===== config.mk =====
export PLATFORM = sky130hd
export DESIGN_NAME = multi_mode_process_timer
export DESIGN_NICKNAME = d
export VERILOG_FILES = /design/src/timer_pkg.sv /design/src/tick_prescaler.sv /design/src/multi_mode_process_timer.sv
export SDC_FILE = /design/constraint.sdc
export NUM_CORES = 1
export LEC_CHECK = 0
export BUFFER_PORTS_ARGS = -buffer_cell sky130_fd_sc_hd__clkbuf_2
export CORE_UTILIZATION = 30
export DETAILED_ROUTE_END_ITERATION = 6
export HOLD_SLACK_MARGIN = 0.02
export SYNTH_ARGS = -nofsm -noshare
export SYNTH_HDL_FRONTEND = slang
export SYNTH_SLANG_ARGS = --single-unit

===== constraint.sdc =====
create_clock -name I_CLK -period 6.3 [get_ports I_CLK]
set_clock_uncertainty 0.15 [all_clocks]
set_input_delay 1.26 -clock I_CLK [delete_from_list [all_inputs] [get_ports I_CLK]]
set_output_delay 1.26 -clock I_CLK [all_outputs]
set_load 0.1 [all_outputs]

===== src/timer_pkg.sv =====
// Shared constants and types of the multi-mode process timer
package timer_pkg;

	// Timer behaviour selected by the type field
	typedef enum logic [2:0] {
		TYPE_OFF     = 3'h0,
		PULSE_MODE   = 3'h1,
		DELAY_MODE   = 3'h2,
		ONESHOT_MODE = 3'h3,
		MINON_MODE   = 3'h4
	} timer_type_e;

	// Duration in minutes and seconds
	typedef struct packed {
		logic [9:0] mins;
		logic [5:0] secs;
	} mmss_s;

	localparam logic [9:0] MINS_MAX   = 10'h3E7;
	localparam logic [5:0] SECS_MAX   = 6'h3B;
	localparam mmss_s      MMSS_ZERO  = '{mins: 10'h000, secs: 6'h00};
	localparam mmss_s      MMSS_ONE   = '{mins: 10'h000, secs: 6'h01};
	localparam mmss_s      MMSS_MAX   = '{mins: MINS_MAX, secs: SECS_MAX};
	localparam timer_type_e TYPE_RST  = TYPE_OFF;

	// Tick of one second from the 200 MHz system clock
	localparam int unsigned CLK_PERIOD_PS  = 5000;
	localparam int unsigned TICK_PERIOD_US = 1000000;
	localparam int unsigned TICK_CYCLES_DEF = ((TICK_PERIOD_US * 1000) / CLK_PERIOD_PS) * 1000;

endpackage : timer_pkg


===== src/tick_prescaler.sv =====
// Divider that turns the system clock into a one-cycle timing tick
`timescale 1ns/1ps
`default_nettype none
module tick_prescaler #(
	parameter int unsigned CYCLES = 200000000
) (
	input  wire logic i_clk,
	input  wire logic i_nrst,
	input  wire logic i_restart,
	output logic      o_tick
);
	localparam int unsigned     CW   = (CYCLES > 1) ? $clog2(CYCLES) : 1;
	localparam logic [CW-1:0]   LAST = CW'(CYCLES - 1);

	logic [CW-1:0] cnt_reg;
	logic [CW-1:0] cnt_next;
	logic          tick_reg;
	logic          tick_next;

	// Restart realigns the second so a fresh period lasts a full tick
	always_comb begin
		cnt_next  = cnt_reg + CW'(1);
		tick_next = 1'b0;
		if (i_restart) begin
			cnt_next = '0;
		end else if (cnt_reg == LAST) begin
			cnt_next  = '0;
			tick_next = 1'b1;
		end
	end

	always_ff @(posedge i_clk or negedge i_nrst) begin
		if (!i_nrst) begin
			cnt_reg  <= '0;
			tick_reg <= 1'b0;
		end else begin
			cnt_reg  <= cnt_next;
			tick_reg <= tick_next;
		end
	end

	assign o_tick = tick_reg;
endmodule : tick_prescaler
`default_nettype wire


===== src/multi_mode_process_timer.sv =====
// Multi-mode process timer: on-pulse, on-delay, one-shot and minimum-on
//
// Overview of operation
// - Type field selects off, pulse, delay, one-shot, minimum-on
// - Set duration zero to 999:59, default zero
// - Pulse and delay copy duration at start; one-shot decrements it
// - Read-only elapsed time, same range
// - Input inactive by default; one starts timing
// - Triggered flag shows timer running
// - Pulse: output on at trigger until elapsed
// - Pulse: new trigger restarts the period
// - Delay: output on after input held duration
// - Delay: early input drop keeps output off
// - One-shot: decrement per tick, zero clears output
// - One-shot: duration may be rewritten any time
// - One-shot: zero stays; operator rewrites duration
// - One-shot: gate low holds count, output off
// - One-shot: flag set on nonzero write, cleared at end or on zero write
// - Minimum-on: input rise turns output on
// - Minimum-on: input fall starts elapsed counting
// - Minimum-on: output off when elapsed reaches duration
// - Minimum-on: input return clears elapsed, waits
// - Minimum-on: flag set while elapsed above zero
`timescale 1ns/1ps
`default_nettype none
module multi_mode_process_timer import timer_pkg::*; #(
	parameter int unsigned TICK_CYCLES = TICK_CYCLES_DEF
) (
	input  wire logic       I_CLK,
	input  wire logic       I_NRST,
	input  wire logic [2:0] I_TYPE,
	input  wire logic       I_TIME_WR,
	input  wire mmss_s      I_TIME,
	input  wire logic       I_IN,
	output logic            O_OUT,
	output logic            O_TIMING_ACTIVE_FLAG,
	output mmss_s           O_TIME,
	output mmss_s           O_REMAIN,
	output mmss_s           O_ELAPSED
);

	logic        in_meta_reg;
	logic        in_sync_reg;
	logic        in_prev_reg;
	timer_type_e type_prev_reg;
	mmss_s       set_reg;
	mmss_s       set_next;
	mmss_s       remain_reg;
	mmss_s       remain_next;
	mmss_s       elapsed_reg;
	mmss_s       elapsed_next;
	logic        out_reg;
	logic        out_next;
	logic        trig_reg;
	logic        trig_next;
	logic        count_reg;
	logic        count_next;
	timer_type_e mode;
	logic        mode_chg;
	logic        rise;
	logic        fall;
	logic        restart;
	logic        tick;
	mmss_s       wr_val;

	function automatic mmss_s mmss_inc(input mmss_s v);
		mmss_s r;
		r = v;
		if (v == MMSS_MAX) begin
			r = MMSS_MAX;
		end else if (v.secs >= SECS_MAX) begin
			r.secs = 6'h00;
			r.mins = v.mins + 10'h001;
		end else begin
			r.secs = v.secs + 6'h01;
		end
		return r;
	endfunction : mmss_inc

	function automatic mmss_s mmss_dec(input mmss_s v);
		mmss_s r;
		r = v;
		if (v == MMSS_ZERO) begin
			r = MMSS_ZERO;
		end else if (v.secs == 6'h00) begin
			r.secs = SECS_MAX;
			r.mins = v.mins - 10'h001;
		end else begin
			r.secs = v.secs - 6'h01;
		end
		return r;
	endfunction : mmss_dec

	// Out-of-range entries saturate rather than wrap
	function automatic mmss_s mmss_clamp(input mmss_s v);
		mmss_s r;
		r = v;
		if (v.mins > MINS_MAX) begin
			r.mins = MINS_MAX;
		end
		if (v.secs > SECS_MAX) begin
			r.secs = SECS_MAX;
		end
		return r;
	endfunction : mmss_clamp

	tick_prescaler #(
		.CYCLES (TICK_CYCLES)
	) u_tick (
		.i_clk     (I_CLK),
		.i_nrst    (I_NRST),
		.i_restart (restart),
		.o_tick    (tick)
	);

	// Codes 5 to 7 behave as off
	always_comb begin
		case (I_TYPE)
			3'h1:    mode = PULSE_MODE;
			3'h2:    mode = DELAY_MODE;
			3'h3:    mode = ONESHOT_MODE;
			3'h4:    mode = MINON_MODE;
			default: mode = TYPE_OFF;
		endcase
	end

	assign mode_chg = (mode != type_prev_reg);
	assign rise     = in_sync_reg && !in_prev_reg;
	assign fall     = !in_sync_reg && in_prev_reg;
	assign wr_val   = mmss_clamp(I_TIME);

	always_comb begin
		set_next     = I_TIME_WR ? wr_val : set_reg;
		remain_next  = remain_reg;
		elapsed_next = elapsed_reg;
		out_next     = out_reg;
		trig_next    = trig_reg;
		count_next   = count_reg;
		restart      = mode_chg;
		if (mode_chg || mode == TYPE_OFF) begin
			out_next     = 1'b0;
			trig_next    = 1'b0;
			elapsed_next = MMSS_ZERO;
			remain_next  = MMSS_ZERO;
			count_next   = 1'b0;
		end else begin
			case (mode)
				PULSE_MODE: begin
					if (rise) begin
						remain_next  = set_reg;
						elapsed_next = MMSS_ZERO;
						out_next     = (set_reg != MMSS_ZERO);
						trig_next    = out_next;
						restart      = 1'b1;
					end else if (out_reg && tick) begin
						remain_next  = mmss_dec(remain_reg);
						elapsed_next = mmss_inc(elapsed_reg);
						if (remain_next == MMSS_ZERO) begin
							out_next  = 1'b0;
							trig_next = 1'b0;
						end
					end
				end
				DELAY_MODE: begin
					if (!in_sync_reg) begin
						out_next     = 1'b0;
						trig_next    = 1'b0;
						remain_next  = MMSS_ZERO;
						elapsed_next = MMSS_ZERO;
					end else if (rise) begin
						remain_next  = set_reg;
						elapsed_next = MMSS_ZERO;
						trig_next    = 1'b1;
						out_next     = (set_reg == MMSS_ZERO);
						restart      = 1'b1;
					end else if (trig_reg && !out_reg && tick) begin
						remain_next  = mmss_dec(remain_reg);
						elapsed_next = mmss_inc(elapsed_reg);
						if (remain_next == MMSS_ZERO) begin
							out_next = 1'b1;
						end
					end
				end
				ONESHOT_MODE: begin
					// A write replaces the running value and is never undone
					if (I_TIME_WR) begin
						trig_next = (wr_val != MMSS_ZERO);
						restart   = 1'b1;
					end else if (trig_reg && in_sync_reg && tick) begin
						set_next     = mmss_dec(set_reg);
						elapsed_next = mmss_inc(elapsed_reg);
						if (set_next == MMSS_ZERO) begin
							trig_next = 1'b0;
						end
					end
					out_next    = trig_next && in_sync_reg && (set_next != MMSS_ZERO);
					remain_next = set_next;
				end
				MINON_MODE: begin
					if (rise) begin
						out_next     = 1'b1;
						elapsed_next = MMSS_ZERO;
						count_next   = 1'b0;
					end else if (fall && out_reg) begin
						if (set_reg == MMSS_ZERO) begin
							out_next = 1'b0;
						end else begin
							count_next = 1'b1;
							restart    = 1'b1;
						end
					end else if (count_reg && tick) begin
						elapsed_next = mmss_inc(elapsed_reg);
						// Compare as packed value; a shortened duration ends at the next tick
						if (elapsed_next >= set_reg) begin
							out_next     = 1'b0;
							count_next   = 1'b0;
							elapsed_next = MMSS_ZERO;
						end
					end
					trig_next   = (elapsed_next != MMSS_ZERO);
					remain_next = set_reg;
				end
				default: begin
					out_next = 1'b0;
				end
			endcase
		end
	end

	always_ff @(posedge I_CLK or negedge I_NRST) begin
		if (!I_NRST) begin
			in_meta_reg   <= 1'b0;
			in_sync_reg   <= 1'b0;
			in_prev_reg   <= 1'b0;
			type_prev_reg <= TYPE_RST;
			set_reg       <= MMSS_ZERO;
			remain_reg    <= MMSS_ZERO;
			elapsed_reg   <= MMSS_ZERO;
			out_reg       <= 1'b0;
			trig_reg      <= 1'b0;
			count_reg     <= 1'b0;
		end else begin
			in_meta_reg   <= I_IN;
			in_sync_reg   <= in_meta_reg;
			in_prev_reg   <= in_sync_reg;
			type_prev_reg <= mode;
			set_reg       <= set_next;
			remain_reg    <= remain_next;
			elapsed_reg   <= elapsed_next;
			out_reg       <= out_next;
			trig_reg      <= trig_next;
			count_reg     <= count_next;
		end
	end

	assign O_OUT                = out_reg;
	assign O_TIMING_ACTIVE_FLAG = trig_reg;
	assign O_TIME               = set_reg;
	assign O_REMAIN             = remain_reg;
	assign O_ELAPSED            = elapsed_reg;
endmodule : multi_mode_process_timer
`default_nettype wire


# Yosys cells after proc, flatten, opt, wreduce, memory -nomap -nowiden
# Cells that the tools add are included.
classes:
  order_cmp: 4
  n_reduce_logical: 36
  div: 0
  n_eq_ne: 22
  add_sub_neg: 7
  multipliers: 0
  bitwise: 0
  n_mux: 99
  shifts: 0
ops:
  columns: ["operator", "n"]
  rows:
  - ["$mux 16", 48]
  - ["$pmux 16 s4", 2]
  - ["$logic_not 16->1", 5]
  - ["$reduce_bool 16->1", 4]
  - ["$mux 28", 2]
  - ["$mux 10", 4]
  - ["$mux 1", 35]
  - ["$add 28x1->28 const B", 1]
  - ["$eq 28x28->1 const B", 1]
  - ["$ne 5x5->1 const B", 5]
  - ["$mux 6", 4]
  - ["$sub 10x1->10 const B", 2]
  - ["$eq 16x16->1 const B", 1]
  - ["$ge 16x16->1", 1]
  - ["$ne 4x4->1 const B", 4]
  - ["$eq 3x2->1 const B", 4]
  - ["$logic_not 6->1", 2]
  - ["$pmux 1 s4", 3]
  - ["$pmux 3 s4", 1]
  - ["$sub 6x1->6 const B", 2]
  - ["$logic_and 1x1->1", 11]
  - ["$add 10x1->10 const B", 1]
  - ["$gt 10x10->1 const B", 1]
  - ["$reduce_and 4->1", 2]
  - ["other kinds (16)", 22]
word_totals:
  out_inout_bits: 50
  ramBits: 0
  latch_bits: 0
  mem_bits_ro: 0
  in_bits: 23
  n_memories: 0
  ff_bits: 86

# Longest topological paths before layout
# Gate-level depths: netlist of the first run.
logic_depth:
  depth_word: 18
  mapped_depth: 16
  mapped_depth_nobuf: 14

# Cells and area by module
# A second synthesis of the first run with hierarchy kept.
unflattened:
  cells_unflattened: 848
  hier_area_um2: 7150.6
modules_own_cells:
  columns: ["mod", "seq_area_each_um2", "area_per_inst_um2", "cells_each", "n_inst"]
  rows:
  - ["multi_mode_process_timer", 1426.4, 5616.6, 686, 1]
  - ["tick_prescaler", 725.7, 1534.0, 162, 1]

# Worst setup path after synthesis of the first run
# No wires, ideal clock.
synth_timing:
  kind: "flip-flop to flip-flop"
  start: "register elapsed_reg, in the netlist O_ELAPSED[0]"
  end: "register elapsed_reg, in the netlist O_ELAPSED[8]"
  path_stages_with_launch: 16
  n_path_buf: 2
  setup_time_ps: 70
  required_ps: 6080
  arrival_ps: 4042
  slack_ps: 2038
  cell_sequence: "dfrtp_1 ha_1 clkbuf_1 nand4b_1 or4_1 clkbuf_1 o21ai_0 inv_1 ha_1 nor2b_1 o21ai_0 a21oi_1 o21a_1 a31oi_1 nor3_1 a22o_1"
synth_between:
  elab_chain_len: 17
  word_cells_on_any_way: 27
  classes_between: "add/sub (1); order compare (2); eq/ne (1); mux (23)"
synth_rtl:
  columns: ["element", "line_no", "text"]
  rows:
  - ["from (decl)", "multi_mode_process_timer.sv:50", "mmss_s elapsed_reg;"]
  - ["from (signal assigned)", "multi_mode_process_timer.sv:249", "elapsed_reg <= elapsed_next;"]
  - ["$add 6x1->6 or $ge 6x6->1 (tied branches)", "multi_mode_process_timer.sv:75, multi_mode_process_timer.sv:71", null]
  - ["$mux 6 or $mux 10 (tied branches)", null, null]
  - ["$mux 16 *", "multi_mode_process_timer.sv:69", "if (v == MMSS_MAX) begin"]
  - ["$mux 16", "multi_mode_process_timer.sv:211", "end else if (count_reg && tick) begin"]
  - ["$mux 16", "multi_mode_process_timer.sv:204", "end else if (fall && out_reg) begin"]
  - ["$mux 16", "multi_mode_process_timer.sv:200", "if (rise) begin"]
  - ["$mux 16", "multi_mode_process_timer.sv:147", "case (mode)"]
  - ["$mux 16", "multi_mode_process_timer.sv:140", "if (mode_chg || mode == TYPE_OFF) begin"]
  - ["$ge 16x16->1", "multi_mode_process_timer.sv:214", "if (elapsed_next >= set_reg) begin"]
  - ["$mux 16", "multi_mode_process_timer.sv:214", null]
  - ["$mux 16", "multi_mode_process_timer.sv:211", null]
  - ["$mux 16", "multi_mode_process_timer.sv:204", null]
  - ["$mux 16", "multi_mode_process_timer.sv:200", null]
  - ["$mux 16", "multi_mode_process_timer.sv:147", null]
  - ["$mux 16", "multi_mode_process_timer.sv:140", null]
  - ["$pmux 16 s4 *", "multi_mode_process_timer.sv:147", null]
  - ["$mux 16 *", "multi_mode_process_timer.sv:140", null]
# Every way passes the cells marked *; elsewhere a longest branch is shown, timed or not. The select of a mux whose other input is x is not followed.
# A chain may end at the register's enable or synchronous reset.

# Final worst setup path of the first run
# Ends and elaborated chain as after synthesis.

==> results.cfg, run 1 <==
[floorplan]
core_sq_um = 22100
io_pins = 73
die_h_um = 153
dieArea_sq_um = 23400
die_x_um = 153
start_util = 0.310
num_rows = 54

[finish]
largest_register_ffs = 28
diodes = 0
fin_nets = 942
layout_common_cells = 100 x nand2_1, 96 x nor2_1, 86 x dfrtp_1, 71 x clkbuf_2, 55 x a21oi_1
fillCellCount = 2323
syn2layout_area_growth_pct = 11.8
layout_commonest_cell = nand2_1
drive_gt1_frac = 0.130

[setup_path]
required_ps = 6440
crit_chain = ha_1 -> nand4b_1 -> or4_1 -> o21ai_0 -> inv_1 -> ha_1 -> nor2b_1 -> o21ai_0 -> a21oi_1 -> o21a_1 -> a31oi_1 -> nor3_1 -> a22o_1
path_delay_family = simple AND/OR/NAND/NOR gates
critical_path_class = reg2reg
worst_setup_path_end_kind = flop
rrSetupSlack_ps = 1980
critPathMaxStageDelay_ps = 660
critPathBufInv = 1
reg2reg_depth = 13
cp_slowest_cell = nor3_1
worstPathArrival_ps = 4460
path_max_fanout = 9
critPathLaunchType = flop
critical_path_cell_count = 13

[global_route]
grt_util_all_layers = 0.187
grt_antenna_before_repair = 0
grt_max_degree = 47
grt_overflow = 0
grt_pass1_vias = 6285
grt_pass1_wl_um = 34900

[clock_network]
clockBufferDepth = 2
root_buffer = clkbuf_16
cts_setup_buffers = 0
postCtsHoldBufs = 0
clock_latency_ps = 360
htree_num_levels = 3
clk_pin_slew_ps = 70
cts_tree = built
cts_buffers = 9
clkSinkCount = 86
cts_resized = 0

[routing]
drt-wirelength-per-cell_um = 18.5
vias = 6805
viasPerCell = 5.76
route.detailed.drc = 0
drt-total-wl_um = 21800
drt_iter0_drc = 800
dr.pass1.iters = 5
antenna_left = 0

[synthesis]
yosysWarnings = 0
synth_seq_cells = 86
synth_top_area_cell = dfrtp_1
synth_area_leaders = dfrtp_1 31%, nand2_1 5.5%, nor2_1 5.3%
syn_area_sq_um = 6850
synthCells = 859
synth_nets = 905
synth_cell_types = 82
async_reset_ff_frac = 1.00
synth-edff-count = 0
syn_avg_cell_area_sq_um = 7.97
synth_ff_type = dfrtp_1
synth_top_area_share = 0.314
ys_seq_area_frac = 0.314

[power_and_ir_drop]
power_density_nw_per_um2 = 196
irDropWorstVdd_v = 0.0000990
switching_share = 0.374
p_comb_frac = 0.234
pwr-share-clk = 0.359
p_leak_uw = 0.00328
power.total_uw = 1500
internal-power_uw = 940
pwr-share-seq = 0.407
p_switching_uw = 561

[timing]
tns_ps = 0
period_needed_ps = 4320
hold_viol_final = 0
maxSlewViolCount = 0
rsz0062_at_grt = no
finalSetupViolations = 0
period_share = 0.686
tightest_slew_ps = 1060
clock.fmax_mhz = 231
slew-limit-headroom = 0.289

[run_status]
run_status = complete, no violations

[placed_design]
io_buffer_count = 72
place_congestion = 0.953
dp.final_hpwl_um = 16300

[job]
max-cap-violations = 0

[min_path]
holdPathStages = 0
min_path_type = reg2reg
## final cells by class
type,count,area (sq um),share of cell area
clock buffer,9,225,0.0294
clock inverter,7,63.8,0.00834
timing repair buffer,75,385,0.0504
inverter,38,143,0.0186
tap,280,350,0.0458
sequential,86,2150,0.281
multi-input combinational,686,4330,0.566
## worst reg2reg max path: stages, from the launching register on
cell      delay [ps]
dfrtp_1          490
ha_1             400
nand4b_1         190
or4_1            630
o21ai_0          220
inv_1            100
ha_1             290
nor2b_1          100
o21ai_0          100
a21oi_1          180
o21a_1           310
a31oi_1          200
nor3_1           660
a22o_1           250
## logic make-up (layout without fill, tap and decap cells)
group                      count (synthesis)  count (layout)  share of synthesized area
AOI/OAI and AO/OA                        223             223                      0.221
xor gates and xnor gates                  49              49                     0.0627
adders and majority gates                 23              23                     0.0420
buffers and inverters                     87             129                     0.0528
DFF                                       86              86                      0.314
muxes                                     12              12                     0.0185
and+or+nand+nor                          379             379                      0.289
## through the flow
| stage | cells | setup slack (ps) | hold WS [ps] | area (sq um) | utilization |
|---|---|---|---|---|---|
| 6_report | 1181 | 1980 | 199 | 7650 | 0.346 |
| 5_1_grt | 1181 | 1760 | 210 | 7650 | 0.346 |
| 2_1_floorplan | 859 | 2040 | 181 | 6850 | - |
| 3_5_place_dp | 1165 | 1690 | 185 | 7360 | 0.333 |
| 4_1_cts | 1181 | 2020 | 200 | 7650 | 0.346 |
| 3_3_place_gp | 1165 | 1800 | 182 | 7360 | 0.333 |
## synth_stat cells, types with 6 or more instances
library cell  number
or4_1              8
and4_1             7
nand4_1           15
nand3b_1           8
dfrtp_1           86
nor2_1            96
o21ai_0           45
nand2b_1           6
nand2_1          100
a22o_1            10
inv_1             38
ha_1              23
o31ai_1           20
xor2_1            22
nor3_1            27
xnor2_1           27
clkbuf_1          29
a211oi_1           9
or3_1              8
mux2i_1            7
a31oi_1           12
nor4_1            17
a222oi_1           8
and3_1             9
a21oi_1           55
and2_1             8
nand3_1           31
nor2b_1            9
buf_2             16
## worst paths after layout
path                                           endpoint                startpoint
setup reg to reg               O_ELAPSED[8]$_DFFE_PN0P_  O_ELAPSED[0]$_DFFE_PN0P_
max in group asynchronous          O_TIME[12]$_DFF_PN0_                    I_NRST
hold / removal                    in_sync_reg$_DFF_PN0_     in_meta_reg$_DFF_PN0_
min in group asynchronous  u_tick.cnt_reg[16]$_DFF_PN0_                    I_NRST
hold reg to reg                   in_sync_reg$_DFF_PN0_     in_meta_reg$_DFF_PN0_
setup / recovery               O_ELAPSED[8]$_DFFE_PN0P_  O_ELAPSED[0]$_DFFE_PN0P_
## power by group through the flow
stage	logic, uW	clock network [uW]	registers, uW
after floorplan	184	0	687
after global placement	347	0	621
after detailed placement	347	0	621
after CTS	349	550	610
after global routing	380	572	612
final	351	539	611
## layer usage
metal	part of all wire	routed length, um	vias up	GRT usage
li1	-	-	3243	-
met1	0.46	10100	3242	0.266
met2	0.44	9570	295	0.283
met3	0.079	1730	25	0.0369
met4	0.017	375	0	0.0553
met5	0	0	-	0
(Power assumes the default switching activity.)
==> inputs of run 2 (changes only) <==
Clock period 6.3 ns to 3.55 ns, I/O delays scaled along.
==> run 2 against run 1 <==
Non-clock buffer count grew 81. Critical path type unchanged. Critical path depth shrank 2. Wire length grew 11%. First-iteration DRC count shrank 6.9%. Highest routed layer unchanged. Critical endpoint is now O_ELAPSED[1]$_DFFE_PN0P_. Design area grew 10%.
==> results.cfg, run 2 (same netlist as run 1, synthesis figures left out) <==
[floorplan]
die_h_um = 153
dieArea_sq_um = 23400
start_util = 0.310
die_x_um = 153
num_rows = 54
io_pins = 73
core_sq_um = 22100

[placed_design]
place_congestion = 0.968
io_buffer_count = 72
post-place-cells = 1245
dp.final_hpwl_um = 18300
pre_cts_ws_ps = 3.56

[routing]
route.detailed.drc = 0
dr.pass1.iters = 7
antenna_left = 0
drt_iter0_drc = 745
drt-wirelength-per-cell_um = 19.1
viasPerCell = 5.73
vias = 7235
drt-total-wl_um = 24100

[setup_path]
r2r-start = O_ELAPSED[2]$_DFFE_PN0P_
path_max_fanout = 7
worstPathArrival_ps = 3500
critical_path_class = reg2reg
required_ps = 3650
reg2reg_depth = 11
rrSetupSlack_ps = 140
critPathLaunchType = flop
worst_setup_path_end_kind = flop
r2r_end = O_ELAPSED[1]$_DFFE_PN0P_

[finish]
seqCellArea_sq_um = 2190
layout_commonest_cell = nand2_1
fin_nets = 1023
largest_register_ffs = 28
multi_input_area_sq_um = 4440
syn2layout_area_growth_pct = 23.4
drive_gt1_frac = 0.236
fin_cells = 1262
diodes = 0
layout_common_cells = 100 x nand2_1, 96 x nor2_1, 83 x buf_4, 71 x clkbuf_2, 67 x dfrtp_1
fillCellCount = 2268

[timing]
clock.fmax_mhz = 294
tightest_slew_ps = 1120
period_share = 0.959
finalSetupViolations = 0
holdWs_ps = 197
maxSlewViolCount = 0
hold_viol_final = 0
setup_slack_ps = 144
slew-limit-headroom = 0.249
period_needed_ps = 3410

[global_route]
grt_pass1_wl_um = 37700
grt_overflow = 0
grt_util_all_layers = 0.205
grt_antenna_before_repair = 0
grt_pass1_vias = 6715
grt_max_degree = 45

[power_and_ir_drop]
irDropWorstVdd_v = 0.000207
power.total_uw = 2800
power_density_nw_per_um2 = 332
p_leak_uw = 0.00369

[clock_network]
clockBufferDepth = 2
root_buffer = clkbuf_16
htree_num_levels = 3
cts_tree = built
clock_latency_ps = 370
clkSinkCount = 86
cts_buffers = 9
clk_pin_slew_ps = 80

[job]
max-cap-violations = 0

[min_path]
min_path_type = in2async

[run_status]
run_status = complete, no violations
## run 2: routing by layer
| metal | up-vias | track usage | share of wire |
|---|---|---|---|
| met3 | 32 | 0.0298 | 0.082 |
| met4 | 0 | 0.0842 | 0.020 |
| li1 | 3413 | - | - |
| met5 | - | 0 | 0 |
| met1 | 3449 | 0.286 | 0.45 |
| met2 | 341 | 0.316 | 0.45 |
## run 2: stage by stage
step	setup TNS, ps	area [sq um]	util
after floorplan	0	6920	-
after global placement	0	8050	0.365
after detailed placement	0	8050	0.365
after CTS	0	8370	0.379
after global routing	-12.0	8450	0.383
final	0	8450	0.383
## run 2: critical path, stage by stage, from the launching register on
cell and delay, ps:
dfrtp_4 500, or2_2 320, or4_4 580, o21ai_1 200, ha_1 300, a21oi_1 150, o21ai_0 100, a21oi_1 120
o21a_2 190, nand2_1 110, o221a_2 290, o41ai_1 300
## run 2: power breakdown
part	internal, uW	switching (uW)	total [uW]	leakage, uW
Combinational	220	515	735	0.00242
Sequential	1010	40.9	1050	0.00112
Clock	510	510	1020	0.000153
## run 2: worst max path at each step
stage | endpoint | depth (start not counted) | slack, ps | from
finish | O_ELAPSED[1]$_DFFE_PN0P_ | 11 | 140 | O_ELAPSED[2]$_DFFE_PN0P_
global route | count_reg$_DFFE_PN0P_ | 16 | -7 | O_ELAPSED[1]$_DFFE_PN0P_
CTS | count_reg$_DFFE_PN0P_ | 14 | 30 | O_ELAPSED[2]$_DFFE_PN0P_
detailed placement | O_ELAPSED[13]$_DFFE_PN0P_ | 11 | 4 | O_ELAPSED[2]$_DFFE_PN0P_
global placement | count_reg$_DFFE_PN0P_ | 14 | 80 | O_ELAPSED[2]$_DFFE_PN0P_
floorplan | O_ELAPSED[1]$_DFFE_PN0P_ | 12 | 0.06 | O_ELAPSED[5]$_DFFE_PN0P_
## run 2: what timing repair did
item,in CTS,in global routing
endpoints found under the setup margin,0,19
gates resized for setup,0,16
buffers inserted,0,1
hold buffers,0,0
## run 2: layout make-up
cell class,count,area share
repair buffers,156,0.121
multi-input cells,686,0.525
well taps,280,0.0415
clock buffers,9,0.0266
inverters,38,0.0169
clock inverters,7,0.0102
flip-flops and latches,86,0.260
